<file path="src/inc/async_serial_defs.svh">
// offsets, field positions, reset values and counts of the serial unit
// assumes a 16-bit register port with byte offsets on a 4-bit address
`ifndef ASYNC_SERIAL_DEFS_SVH
`define ASYNC_SERIAL_DEFS_SVH
// ************
// offsets
// ************
`define BAUD_OFS 4'h8
`define CTRL_OFS 4'hA
`define STAT_OFS 4'hC
`define DATA_OFS 4'hE
// ************
// control fields
// ************
`define LOOP_BIT 14
`define ODRN_BIT 13
`define ILT_BIT 12
`define PODD_BIT 11
`define PON_BIT 10
`define WIDE_BIT 9
`define WAKE_BIT 8
`define TIE_BIT 7
`define TX_DONE_IRQ_ENABLE_BIT 6
`define RIE_BIT 5
`define IDLE_IRQ_ENABLE_BIT 4
`define TXON_BIT 3
`define RXON_BIT 2
`define SLEEP_BIT 1
`define BRK_BIT 0
// ************
// status fields
// ************
`define TX_HOLDING_EMPTY_BIT 8
`define TC_BIT 7
`define RX_HOLDING_FULL_BIT 6
`define RAF_BIT 5
`define IDLE_BIT 4
`define OR_BIT 3
`define NF_BIT 2
`define FE_BIT 1
`define PF_BIT 0
`define RX_FLAG_MASK 9'h05F
`define TX_FLAG_MASK 9'h180
// ************
// reset values and counts
// ************
`define FLAG_RST 9'h180
`define CTRL_RST 15'h0000
`define DIV_RST 13'h0000
`define SMP_A 4'h7
`define SMP_B 4'h8
`define SMP_C 4'h9
`define RESYNC_PH 4'h1
`define FRAME_NARROW 4'hA
`define FRAME_WIDE 4'hB
`endif

</file>
<file path="src/inc/async_serial_pkg.sv">
// types shared by the serial unit and its baud generator
// assumes nothing beyond the compile order
package async_serial_pkg;
    typedef logic [3:0] addr_type;
    typedef logic [15:0] word_type;
    typedef enum logic {RX_IDLE, RX_BITS} rx_state_type;
endpackage : async_serial_pkg

</file>
<file path="src/inc/baud_if.sv">
// divisor and tick strobes between the unit and its baud generator
// assumes both ends run on the same clock
interface baud_if #(parameter int DIV_W = 13);
    logic [DIV_W-1:0] divisor;
    logic sample_tick;
    logic bit_tick;
    modport gen(input divisor, output sample_tick, output bit_tick);
    modport user(output divisor, input sample_tick, input bit_tick);
endinterface : baud_if

</file>
<file path="src/logic/async_serial_interface.sv">
// serial unit: register port, transmitter, receiver, pin control
// assumes a one-cycle strobe register port and an unsynchronised receive pin
// ************
// What this block does
// - bit rate is clock over 32 times the 13-bit divisor, 1..8191
// - divisor zero stops the baud generator completely
// - receiver samples at sixteen times the bit rate
// - receiver realigns sampling points on line transitions
// - loopback feeds transmitter into receiver, pin held at mark while transmitter on or mid-frame
// - open drain select makes the driven pin open drain
// - idle count starts on any one, or after stop bit
// - parity on for both directions, odd select picks odd
// - with parity, top data bit carries parity
// - eight or nine data bits, frames of 10 or 11 bits
// - wrong received parity sets parity error flag
// - sleep ignores data; idle or marked character wakes the receiver
// - interrupt when an enabled flag among four is set
// - transmitter keeps the pin until the stop bit of the current character begins
// - receiver off sets no receive flags and clears RAF
// - break sends zero frames after the current frame
// - status read then data read clears the receive flags seen, data write the transmit flags seen
// - flag set after the status read survives the data access
// - any status read arms all set flags
// - holding empty set on transfer; unacknowledged writes are not sent
// - transmit complete set when all queued frames are out
// - holding full and error flags set in one cycle
// - overrun keeps old data and drops characters until cleared
// - three samples per bit, majority taken, disagreement flags noise
// - zero at stop bit sets framing flag
// - idle flag rearms only after a received character
// ************
//
// Local design decisions: the plain strobed port and the placing of the registers.
`include "async_serial_defs.svh"
module async_serial_interface #(parameter int DIV_W = 13) (
    input wire logic I_CLK,
    input wire logic I_RESETN,
    input async_serial_pkg::addr_type I_ADDR,
    input async_serial_pkg::word_type I_WDATA,
    input wire logic I_WR,
    input wire logic I_RD,
    output async_serial_pkg::word_type O_RDATA,
    input wire logic I_RXD,
    input wire logic I_GPIO_DIR,
    input wire logic I_GPIO_OUT,
    output logic O_TXD,
    output logic O_TXD_OE,
    output logic O_IRQ
);
    import async_serial_pkg::*;

    function automatic logic par_bit(input logic [8:0] d, input logic wide, input logic odd);
        par_bit = (wide ? ^d[7:0] : ^d[6:0]) ^ odd;
    endfunction : par_bit

    function automatic logic [3:0] frame_len(input logic wide);
        frame_len = wide ? `FRAME_WIDE : `FRAME_NARROW;
    endfunction : frame_len

    logic [DIV_W-1:0] divisor_ff;
    logic [14:0] ctrl_ff;
    logic [8:0] flag_ff, arm_ff, clr, tx_ev_ff, rx_ev_ff;
    logic tc_clr_ff, wake_ev_ff, raf_ff;
    logic [8:0] tdr_ff, rdr_ff;
    word_type rdata_ff;
    logic loop, wide, pon, podd, tx_on, rx_on, sleep, brk;
    logic rd_data, wr_data;

    assign loop = ctrl_ff[`LOOP_BIT];
    assign wide = ctrl_ff[`WIDE_BIT];
    assign pon = ctrl_ff[`PON_BIT];
    assign podd = ctrl_ff[`PODD_BIT];
    assign tx_on = ctrl_ff[`TXON_BIT];
    assign rx_on = ctrl_ff[`RXON_BIT];
    assign sleep = ctrl_ff[`SLEEP_BIT];
    assign brk = ctrl_ff[`BRK_BIT];
    assign rd_data = I_RD && (I_ADDR == `DATA_OFS);
    assign wr_data = I_WR && (I_ADDR == `DATA_OFS);
    assign O_RDATA = rdata_ff;

    // ************
    // baud generator
    // ************
    baud_if #(.DIV_W(DIV_W)) bif();
    assign bif.divisor = divisor_ff;
    baud_gen #(.DIV_W(DIV_W)) u_baud (.i_clk(I_CLK), .i_resetn(I_RESETN), .bus(bif));

    // ************
    // receive pin synchroniser
    // ************
    logic [2:0] rx_sync_ff;
    logic rx_pin_ff;
    always_ff @(posedge I_CLK or negedge I_RESETN) begin
        if (!I_RESETN) begin
            rx_sync_ff <= 3'h7;
            rx_pin_ff <= 1'b1;
        end else begin
            rx_sync_ff <= {rx_sync_ff[1:0], I_RXD};
            if (rx_sync_ff[1] == rx_sync_ff[2]) begin
                rx_pin_ff <= rx_sync_ff[2];
            end
        end
    end

    // ************
    // configuration registers
    // ************
    always_ff @(posedge I_CLK or negedge I_RESETN) begin
        if (!I_RESETN) begin
            divisor_ff <= `DIV_RST;
            ctrl_ff <= `CTRL_RST;
        end else begin
            if (I_WR && (I_ADDR == `BAUD_OFS)) begin
                divisor_ff <= I_WDATA[DIV_W-1:0];
            end
            if (I_WR && (I_ADDR == `CTRL_OFS)) begin
                ctrl_ff <= I_WDATA[14:0];
            end else if (wake_ev_ff) begin
                ctrl_ff[`SLEEP_BIT] <= 1'b0;
            end
        end
    end

    // ************
    // status flags and acknowledge sequence
    // ************
    always_comb begin
        clr = 9'h000;
        if (rd_data) begin
            clr = arm_ff & `RX_FLAG_MASK;
        end else if (wr_data) begin
            clr = arm_ff & `TX_FLAG_MASK;
        end
    end

    always_ff @(posedge I_CLK or negedge I_RESETN) begin
        if (!I_RESETN) begin
            flag_ff <= `FLAG_RST;
            arm_ff <= 9'h000;
        end else begin
            flag_ff <= (flag_ff & ~clr & ~{1'b0, tc_clr_ff, 7'h00}) | tx_ev_ff | rx_ev_ff;
            if (I_RD && (I_ADDR == `STAT_OFS)) begin
                arm_ff <= flag_ff & ~(tx_ev_ff | rx_ev_ff);
            end else begin
                arm_ff <= arm_ff & ~clr & ~(tx_ev_ff | rx_ev_ff);
            end
        end
    end

    // ************
    // read data and interrupt
    // ************
    always_ff @(posedge I_CLK or negedge I_RESETN) begin
        if (!I_RESETN) begin
            rdata_ff <= 16'h0000;
            O_IRQ <= 1'b0;
        end else begin
            rdata_ff <= 16'h0000;
            if (I_RD) begin
                if (I_ADDR == `BAUD_OFS) begin
                    rdata_ff <= 16'(divisor_ff);
                end else if (I_ADDR == `CTRL_OFS) begin
                    rdata_ff <= {1'b0, ctrl_ff};
                end else if (I_ADDR == `STAT_OFS) begin
                    rdata_ff <= {7'h00, flag_ff | {3'h0, raf_ff, 5'h00}};
                end else if (I_ADDR == `DATA_OFS) begin
                    rdata_ff <= {7'h00, rdr_ff};
                end
            end
            O_IRQ <= (flag_ff[`TX_HOLDING_EMPTY_BIT] & ctrl_ff[`TIE_BIT])
                | (flag_ff[`TC_BIT] & ctrl_ff[`TX_DONE_IRQ_ENABLE_BIT])
                | (flag_ff[`RX_HOLDING_FULL_BIT] & ctrl_ff[`RIE_BIT])
                | (flag_ff[`IDLE_BIT] & ctrl_ff[`IDLE_IRQ_ENABLE_BIT]);
        end
    end

    // ************
    // transmitter
    // ************
    logic [10:0] tx_shift_ff, nxt_frame;
    logic [3:0] tx_cnt_ff;
    logic tx_line_ff, tx_on_d_ff, pre_ff, tx_act_ff;
    logic load_brk, load_pre, load_dat;
    logic [8:0] tx_field;

    always_comb begin
        load_brk = tx_on && brk;
        load_pre = tx_on && !brk && pre_ff;
        load_dat = tx_on && !brk && !pre_ff && !flag_ff[`TX_HOLDING_EMPTY_BIT];
        tx_field = tdr_ff;
        if (pon && wide) begin
            tx_field[8] = par_bit(tdr_ff, 1'b1, podd);
        end else if (pon) begin
            tx_field[7] = par_bit(tdr_ff, 1'b0, podd);
        end
        if (load_brk) begin
            nxt_frame = 11'h000;
        end else if (load_pre) begin
            nxt_frame = 11'h7FF;
        end else if (wide) begin
            nxt_frame = {1'b1, tx_field, 1'b0};
        end else begin
            nxt_frame = {2'b11, tx_field[7:0], 1'b0};
        end
    end

    always_ff @(posedge I_CLK or negedge I_RESETN) begin
        if (!I_RESETN) begin
            tdr_ff <= 9'h000;
        end else if (wr_data) begin
            tdr_ff <= I_WDATA[8:0];
        end
    end

    always_ff @(posedge I_CLK or negedge I_RESETN) begin
        if (!I_RESETN) begin
            tx_shift_ff <= 11'h7FF;
            tx_cnt_ff <= 4'h0;
            tx_line_ff <= 1'b1;
            tx_on_d_ff <= 1'b0;
            pre_ff <= 1'b0;
            tx_act_ff <= 1'b0;
            tx_ev_ff <= 9'h000;
            tc_clr_ff <= 1'b0;
        end else begin
            tx_ev_ff <= 9'h000;
            tc_clr_ff <= 1'b0;
            tx_on_d_ff <= tx_on;
            if (tx_on && !tx_on_d_ff) begin
                pre_ff <= 1'b1;
            end
            if (bif.bit_tick) begin
                if (tx_cnt_ff != 4'h0) begin
                    tx_line_ff <= tx_shift_ff[0];
                    tx_shift_ff <= {1'b1, tx_shift_ff[10:1]};
                    tx_cnt_ff <= tx_cnt_ff - 4'h1;
                end else if (load_brk || load_pre || load_dat) begin
                    tx_line_ff <= nxt_frame[0];
                    tx_shift_ff <= {1'b1, nxt_frame[10:1]};
                    tx_cnt_ff <= frame_len(wide) - 4'h1;
                    tx_act_ff <= 1'b1;
                    tc_clr_ff <= 1'b1;
                    if (load_pre) begin
                        pre_ff <= 1'b0;
                    end
                    if (load_dat) begin
                        tx_ev_ff[`TX_HOLDING_EMPTY_BIT] <= 1'b1;
                    end
                end else begin
                    tx_line_ff <= 1'b1;
                    tx_act_ff <= 1'b0;
                    if (tx_act_ff) begin
                        tx_ev_ff[`TC_BIT] <= 1'b1;
                    end
                end
            end
        end
    end

    // ************
    // transmit pin
    // ************
    logic pin_own, pin_val;
    always_comb begin
        pin_own = tx_on || (tx_cnt_ff != 4'h0);
        if (pin_own) begin
            pin_val = loop ? 1'b1 : tx_line_ff;
        end else begin
            pin_val = I_GPIO_OUT;
        end
    end

    always_ff @(posedge I_CLK or negedge I_RESETN) begin
        if (!I_RESETN) begin
            O_TXD <= 1'b1;
            O_TXD_OE <= 1'b0;
        end else begin
            O_TXD <= pin_val;
            O_TXD_OE <= (pin_own || I_GPIO_DIR) && (!ctrl_ff[`ODRN_BIT] || !pin_val);
        end
    end

    // ************
    // receiver
    // ************
    rx_state_type rx_state_ff;
    logic [3:0] phase_ff, idx_ff;
    logic [1:0] smp_ff;
    logic prev_ff, noise_ff, idle_arm_ff;
    logic [8:0] rx_data_ff;
    logic [7:0] idle_cnt_ff, idle_lim;
    logic rx_in, maj, noisy, msb, perr;

    always_comb begin
        rx_in = loop ? tx_line_ff : rx_pin_ff;
        maj = (smp_ff[1] & smp_ff[0]) | (smp_ff[1] & rx_in) | (smp_ff[0] & rx_in);
        noisy = !((smp_ff[1] == smp_ff[0]) && (smp_ff[0] == rx_in));
        msb = wide ? rx_data_ff[8] : rx_data_ff[7];
        perr = pon && (par_bit(rx_data_ff, wide, podd) != msb);
        idle_lim = {frame_len(wide), 4'h0};
    end

    always_ff @(posedge I_CLK or negedge I_RESETN) begin
        if (!I_RESETN) begin
            rx_state_ff <= RX_IDLE;
            phase_ff <= 4'h0;
            idx_ff <= 4'h0;
            smp_ff <= 2'b11;
            prev_ff <= 1'b1;
            noise_ff <= 1'b0;
            idle_arm_ff <= 1'b1;
            rx_data_ff <= 9'h000;
            rdr_ff <= 9'h000;
            idle_cnt_ff <= 8'h00;
            raf_ff <= 1'b0;
            rx_ev_ff <= 9'h000;
            wake_ev_ff <= 1'b0;
        end else begin
            rx_ev_ff <= 9'h000;
            wake_ev_ff <= 1'b0;
            if (!rx_on) begin
                rx_state_ff <= RX_IDLE;
                raf_ff <= 1'b0;
                idle_cnt_ff <= 8'h00;
            end else if (bif.sample_tick) begin
                prev_ff <= rx_in;
                if (!rx_in) begin
                    idle_cnt_ff <= 8'h00;
                end else if ((!ctrl_ff[`ILT_BIT] || rx_state_ff == RX_IDLE)
                    && idle_cnt_ff != idle_lim) begin
                    idle_cnt_ff <= idle_cnt_ff + 8'h01;
                    if (idle_cnt_ff == idle_lim - 8'h01) begin
                        raf_ff <= 1'b0;
                        if (sleep && !ctrl_ff[`WAKE_BIT]) begin
                            wake_ev_ff <= 1'b1;
                        end else if (!sleep && idle_arm_ff) begin
                            rx_ev_ff[`IDLE_BIT] <= 1'b1;
                            idle_arm_ff <= 1'b0;
                        end
                    end
                end
                case (rx_state_ff)
                    RX_IDLE: begin
                        if (prev_ff && !rx_in) begin
                            rx_state_ff <= RX_BITS;
                            phase_ff <= `RESYNC_PH;
                            idx_ff <= 4'h0;
                            noise_ff <= 1'b0;
                            raf_ff <= 1'b1;
                        end
                    end
                    RX_BITS: begin
                        phase_ff <= phase_ff + 4'h1;
                        if (phase_ff == `SMP_A || phase_ff == `SMP_B) begin
                            smp_ff <= {smp_ff[0], rx_in};
                        end else if (phase_ff == `SMP_C) begin
                            if (idx_ff == 4'h0) begin
                                if (maj) begin
                                    rx_state_ff <= RX_IDLE;
                                end else begin
                                    noise_ff <= noisy;
                                    idx_ff <= 4'h1;
                                end
                            end else if (idx_ff != frame_len(wide) - 4'h1) begin
                                rx_data_ff[idx_ff - 4'h1] <= maj;
                                noise_ff <= noise_ff | noisy;
                                idx_ff <= idx_ff + 4'h1;
                            end else begin
                                rx_state_ff <= RX_IDLE;
                                if (!sleep || (ctrl_ff[`WAKE_BIT] && msb)) begin
                                    wake_ev_ff <= sleep;
                                    if (flag_ff[`OR_BIT]) begin
                                        rx_ev_ff <= 9'h000;
                                    end else if (flag_ff[`RX_HOLDING_FULL_BIT]) begin
                                        rx_ev_ff[`OR_BIT] <= 1'b1;
                                    end else begin
                                        rdr_ff <= wide ? rx_data_ff : {1'b0, rx_data_ff[7:0]};
                                        rx_ev_ff[`RX_HOLDING_FULL_BIT] <= 1'b1;
                                        rx_ev_ff[`NF_BIT] <= noise_ff | noisy;
                                        rx_ev_ff[`FE_BIT] <= !maj;
                                        rx_ev_ff[`PF_BIT] <= perr;
                                        idle_arm_ff <= 1'b1;
                                    end
                                end
                            end
                        end else if (rx_in != prev_ff) begin
                            phase_ff <= `RESYNC_PH;
                        end
                    end
                    default: begin
                        rx_state_ff <= RX_IDLE;
                    end
                endcase
            end
        end
    end
endmodule : async_serial_interface

</file>
<file path="src/logic/baud_gen.sv">
// modulus counter giving 16x sample ticks and bit ticks
// assumes the divisor comes from a register on the same clock
module baud_gen #(parameter int DIV_W = 13) (
    input wire logic i_clk,
    input wire logic i_resetn,
    baud_if.gen bus
);
    import async_serial_pkg::*;
    logic [DIV_W:0] cnt_ff;
    logic [3:0] sub_ff;
    logic smp_ff;
    logic bit_ff;

    assign bus.sample_tick = smp_ff;
    assign bus.bit_tick = bit_ff;

    // ************
    // two clocks per divisor step per sample
    // ************
    always_ff @(posedge i_clk or negedge i_resetn) begin
        if (!i_resetn) begin
            cnt_ff <= '0;
            sub_ff <= 4'h0;
            smp_ff <= 1'b0;
            bit_ff <= 1'b0;
        end else begin
            smp_ff <= 1'b0;
            bit_ff <= 1'b0;
            if (bus.divisor == '0) begin
                cnt_ff <= '0;
                sub_ff <= 4'h0;
            end else if (cnt_ff >= ({bus.divisor, 1'b0} - 1'b1)) begin
                cnt_ff <= '0;
                smp_ff <= 1'b1;
                sub_ff <= sub_ff + 4'h1;
                if (sub_ff == 4'hF) begin
                    bit_ff <= 1'b1;
                end
            end else begin
                cnt_ff <= cnt_ff + 1'b1;
            end
        end
    end
endmodule : baud_gen

</file>
<file path="config.mk">
export PLATFORM = sky130hd
export DESIGN_NAME = async_serial_interface
export DESIGN_NICKNAME = d
export VERILOG_FILES = /design/src/inc/async_serial_pkg.sv /design/src/inc/baud_if.sv /design/src/logic/async_serial_interface.sv /design/src/logic/baud_gen.sv
export VERILOG_INCLUDE_DIRS = /design/src /design/src/inc
export SDC_FILE = /design/constraint.sdc
export NUM_CORES = 1
export LEC_CHECK = 0
export ABC_AREA = 0
export ABC_CLOCK_PERIOD_IN_PS = 4800
export BUFFER_PORTS_ARGS = -buffer_cell sky130_fd_sc_hd__buf_2
export CAP_MARGIN = 20
export CORE_ASPECT_RATIO = 1.4
export CORE_MARGIN = 1.5
export CORE_UTILIZATION = 68
export CTS_BUF_LIST = sky130_fd_sc_hd__clkbuf_2 sky130_fd_sc_hd__clkbuf_4 sky130_fd_sc_hd__clkbuf_8
export DETAILED_ROUTE_END_ITERATION = 8
export GPL_TIMING_DRIVEN = 0
export PLACE_DENSITY = 0.94
export SETUP_SLACK_MARGIN = 0.1
export SLEW_MARGIN = 20
export SYNTH_ARGS = -nofsm -noshare
export SYNTH_HDL_FRONTEND = slang
export SYNTH_SLANG_ARGS = --single-unit
</file>
<file path="constraint.sdc">
create_clock -name I_CLK -period 4.8 [get_ports I_CLK]
set_clock_uncertainty 0.05 [all_clocks]
set_input_delay 0.24 -clock I_CLK [delete_from_list [all_inputs] [get_ports I_CLK]]
set_output_delay 0.24 -clock I_CLK [all_outputs]
set_load 0.1 [all_outputs]
</file>
==> run_results.csv <==
group,metric,value,unit
final_layout,drive_above_1_share,19.20,%
routing,wl_per_cell,20.57,um
yosys,synth.top_cells.by_count,"dfrtp_1, nand2_1, nor2_1",
yosys,seq_area_frac_synth,50.62,%
placed_design,numPortBuffers,42,
yosys,synthesis.nets,824,
timing,timing.final.crit_period,3.856,ns
clocking,cts_max_path_buffers,2,
routing,wl,20490,um
yosys,yosys_warnings,0,
yosys,synth_area_leaders,"dfrtp_1, dfstp_2, mux2_2",
floorplanning,rows,47,
timing,maxSlewViolCount,0,
yosys,post-synth-top-count-cell,"dfrtp_1",
yosys,synth-edff-count,0,
clocking,cts_setup_buffers,0,
clocking,ctsResizeCount,0,
timing,max_slew.worst_pin.slew,1.002,ns
global_routing,grt_start_max_net_pins,99,
pwr,power_density,376.6,nW/um2
pwr,p_total,0.003408,W
timing,setup_viol,0,
critical_path,critPathMaxFanout,10,
routing,drtAntennaViolNets,0,
floorplanning,fp.dieArea,12680,um2
placed_design,gp_congestion,0.9038,
yosys,synth_top_area_cell,"dfrtp_1",
yosys,async_flop_share,100.0,%
timing,fmax,0.2593,GHz
final_layout,fin_util,76.95,%
yosys,synth_top_area_share,43.54,%
timing,maxSlewHeadroom,32.94,%
global_routing,grt_pass1_wl,33380,um
placed_design,post-place-ws,0.9934,ns
timing,fin_crit_sh,80.34,%
clocking,clkSinkCount,164,
clocking,cts-root-buf,"clkbuf_8",
floorplanning,fp.coreArea,11760,um2
job,cap_violations,0,
critical_path,ff2ff_path_depth,12,
global_routing,antenna_found_initial,2,
final_layout,finalNetCount,894,
clocking,cts_hold_buf,8,
clocking,cts_tree,"built",
floorplanning,initial_core_util,69.39,%
pwr,power.leakage,4.162,nW
critical_path,crit_required,5.09,ns
clocking,cts_max_level,4,
critical_path,crit_path_end_kind,"register",
worst_hold_path,worst_hold_path_type,"input pin to register",
routing,dr_total_vias,6552,
final_layout,fillers,658,
clocking,clk_latency,0.46,ns
placed_design,place_hpwl,14290,um
floorplanning,die_w,95.59,um
final_layout,areaGrowthSynthToFinish,10.88,%
floorplanning,fp.dieH,132.6,um
yosys,synth_area_per_cell,10.65,um2
final_layout,num_antenna_cells,0,
timing,worst_slack,0.9438,ns
global_routing,grt_pass1_vias,6841,
routing,viasPerCell,6.578,
floorplanning,io_pins,46,
routing,drc,0,
yosys,synthesis.area,8162,um2
yosys,netlist-cell-type-count,67,
routing,drt_iter0_markers,547,
timing,setup_tns,0,ns
timing,rsz0062_at_grt,"no",
pwr,ir_drop,0.1999,mV
timing,hold_viol,0,
critical_path,start_kind,"register",
yosys,postSynthCellCount,766,
critical_path,critical_path_class,"register to register",
worst_hold_path,min_path_cells,3,
yosys,synth_seq_cells,164,
routing,drtPass1Iterations,7,
critical_path,cp.arrival,4.14,ns
yosys,ys.flop_type,"dfrtp_1",
run_status,status,"complete, no violations",
global_routing,track_usage,34.88,%
clocking,cts.clk_slew.worst_paths,0.09,ns
clocking,cts_made_buffers,17,
global_routing,overflow,0,
-- cell type report --
class / count / area (um2) / share of cell area (%)
flip-flops and latches: 164 / 4131 / 45.65
inverters: 28 / 105.1 / 1.161
repair buffers: 51 / 327.8 / 3.622
plain buffers: 27 / 107.6 / 1.189
well taps: 147 / 183.9 / 2.032
clock inverters: 12 / 107.6 / 1.189
clock buffers: 20 / 269.0 / 2.972
multi-input cells: 547 / 3817 / 42.18
-- registers in the layout (all words and copies together) (netlist names), 6 cells and up --
| register | cells |
|---|---|
| O_RDATA | 15 |
| ctrl_ff | 15 |
| u_baud.cnt_ff | 14 |
| bif.divisor | 13 |
| tx_shift_ff | 10 |
| rdr_ff | 9 |
| rx_data_ff | 9 |
| tdr_ff | 9 |
| arm_ff | 8 |
| flag_ff | 8 |
| idle_cnt_ff | 8 |
| rx_ev_ff | 6 |
-- layer usage --
layer | GRT usage, % | vias up | share of wire (%)
li1 | - | 2843 | -
met1 | 38.41 | 3235 | 35
met2 | 58.72 | 362 | 52
met3 | 10.00 | 112 | 7.4
met4 | 20.02 | 0 | 5.2
met5 | 0 | - | 0
-- layout by cell type (no fill, tap or decap), drive strengths merged, types with 3 or more instances in the layout --
cell type,n
dfstp,22
and2,4
xor2,12
and3,20
nand2,77
dfrtp,142
a22o,3
nor3b,4
a31oi,10
mux2,48
o31a,4
nand4,5
a21oi,32
or2,3
mux4,9
buf,46
dlygate4sd3,8
clkbuf,44
nand2b,4
o21ai,46
mux2i,9
ha,31
a22oi,8
and3b,3
xnor2,31
nor3,24
nor2,76
inv,28
nand3,23
o211ai,4
nor4,6
a211oi,7
a21boi,5
clkinv,5
a21o,10
clkinvlp,6
-- report_power, final --
part           internal [W]  switching [W]
clock              0.000440       0.000508
sequential          0.00151       0.000179
combinational      0.000333       0.000433
total               0.00229        0.00112
-- final timing paths --
| check | from | end | slack (ns) |
|---|---|---|---|
| max | bif.divisor[6] | u_baud.cnt_ff[7] | 0.94 |
| min | I_WDATA[0] | bif.divisor[0] | 0.02 |
| max reg2reg | bif.divisor[6] | u_baud.cnt_ff[7] | 0.94 |
| min reg2reg | rx_sync_ff[0] | rx_sync_ff[1] | 0.31 |
| max in group asynchronous | I_RESETN | flag_ff[8] | 3.53 |
| min in group asynchronous | I_RESETN | O_RDATA[2] | 0.36 |
-- logic make-up after synthesis --
logic type / after synthesis / synth area share (%)
buffers and inverters: 55 / 2.606
AO/OA/AOI/OAI: 142 / 11.02
XOR/XNOR: 45 / 5.182
other: 1 / 0.04595
AND/OR/NAND/NOR: 261 / 15.28
adder cells (fa/ha/maj): 32 / 4.875
multiplexers: 66 / 10.36
flip-flops: 164 / 50.62
-- worst max-delay path, cell delays in order, from the launching register on --
cell     delay [ns]
dfrtp_1        0.47
or4_1          0.55
or2_1          0.29
nor4_4         0.42
nor2_1         0.11
ha_1           0.32
nand2_1        0.08
nor4_1         0.31
o21ai_0        0.20
or2_2          0.37
nand3_1        0.20
buf_2          0.27
nor2_1         0.09
-- stage by stage --
| step | std cells | hold slack [ns] | cell area, um2 |
|---|---|---|---|
| after floorplan | 766 | -0.1056 | 8162 |
| after global placement | 955 | 0.2970 | 8556 |
| after detailed placement | 956 | 0.2682 | 8593 |
| after CTS | 996 | 0.007135 | 9050 |
| after global routing | 996 | 0.005493 | 9050 |
| final | 996 | 0.02207 | 9050 |
Note: power is estimated with default switching activity, not from simulation.
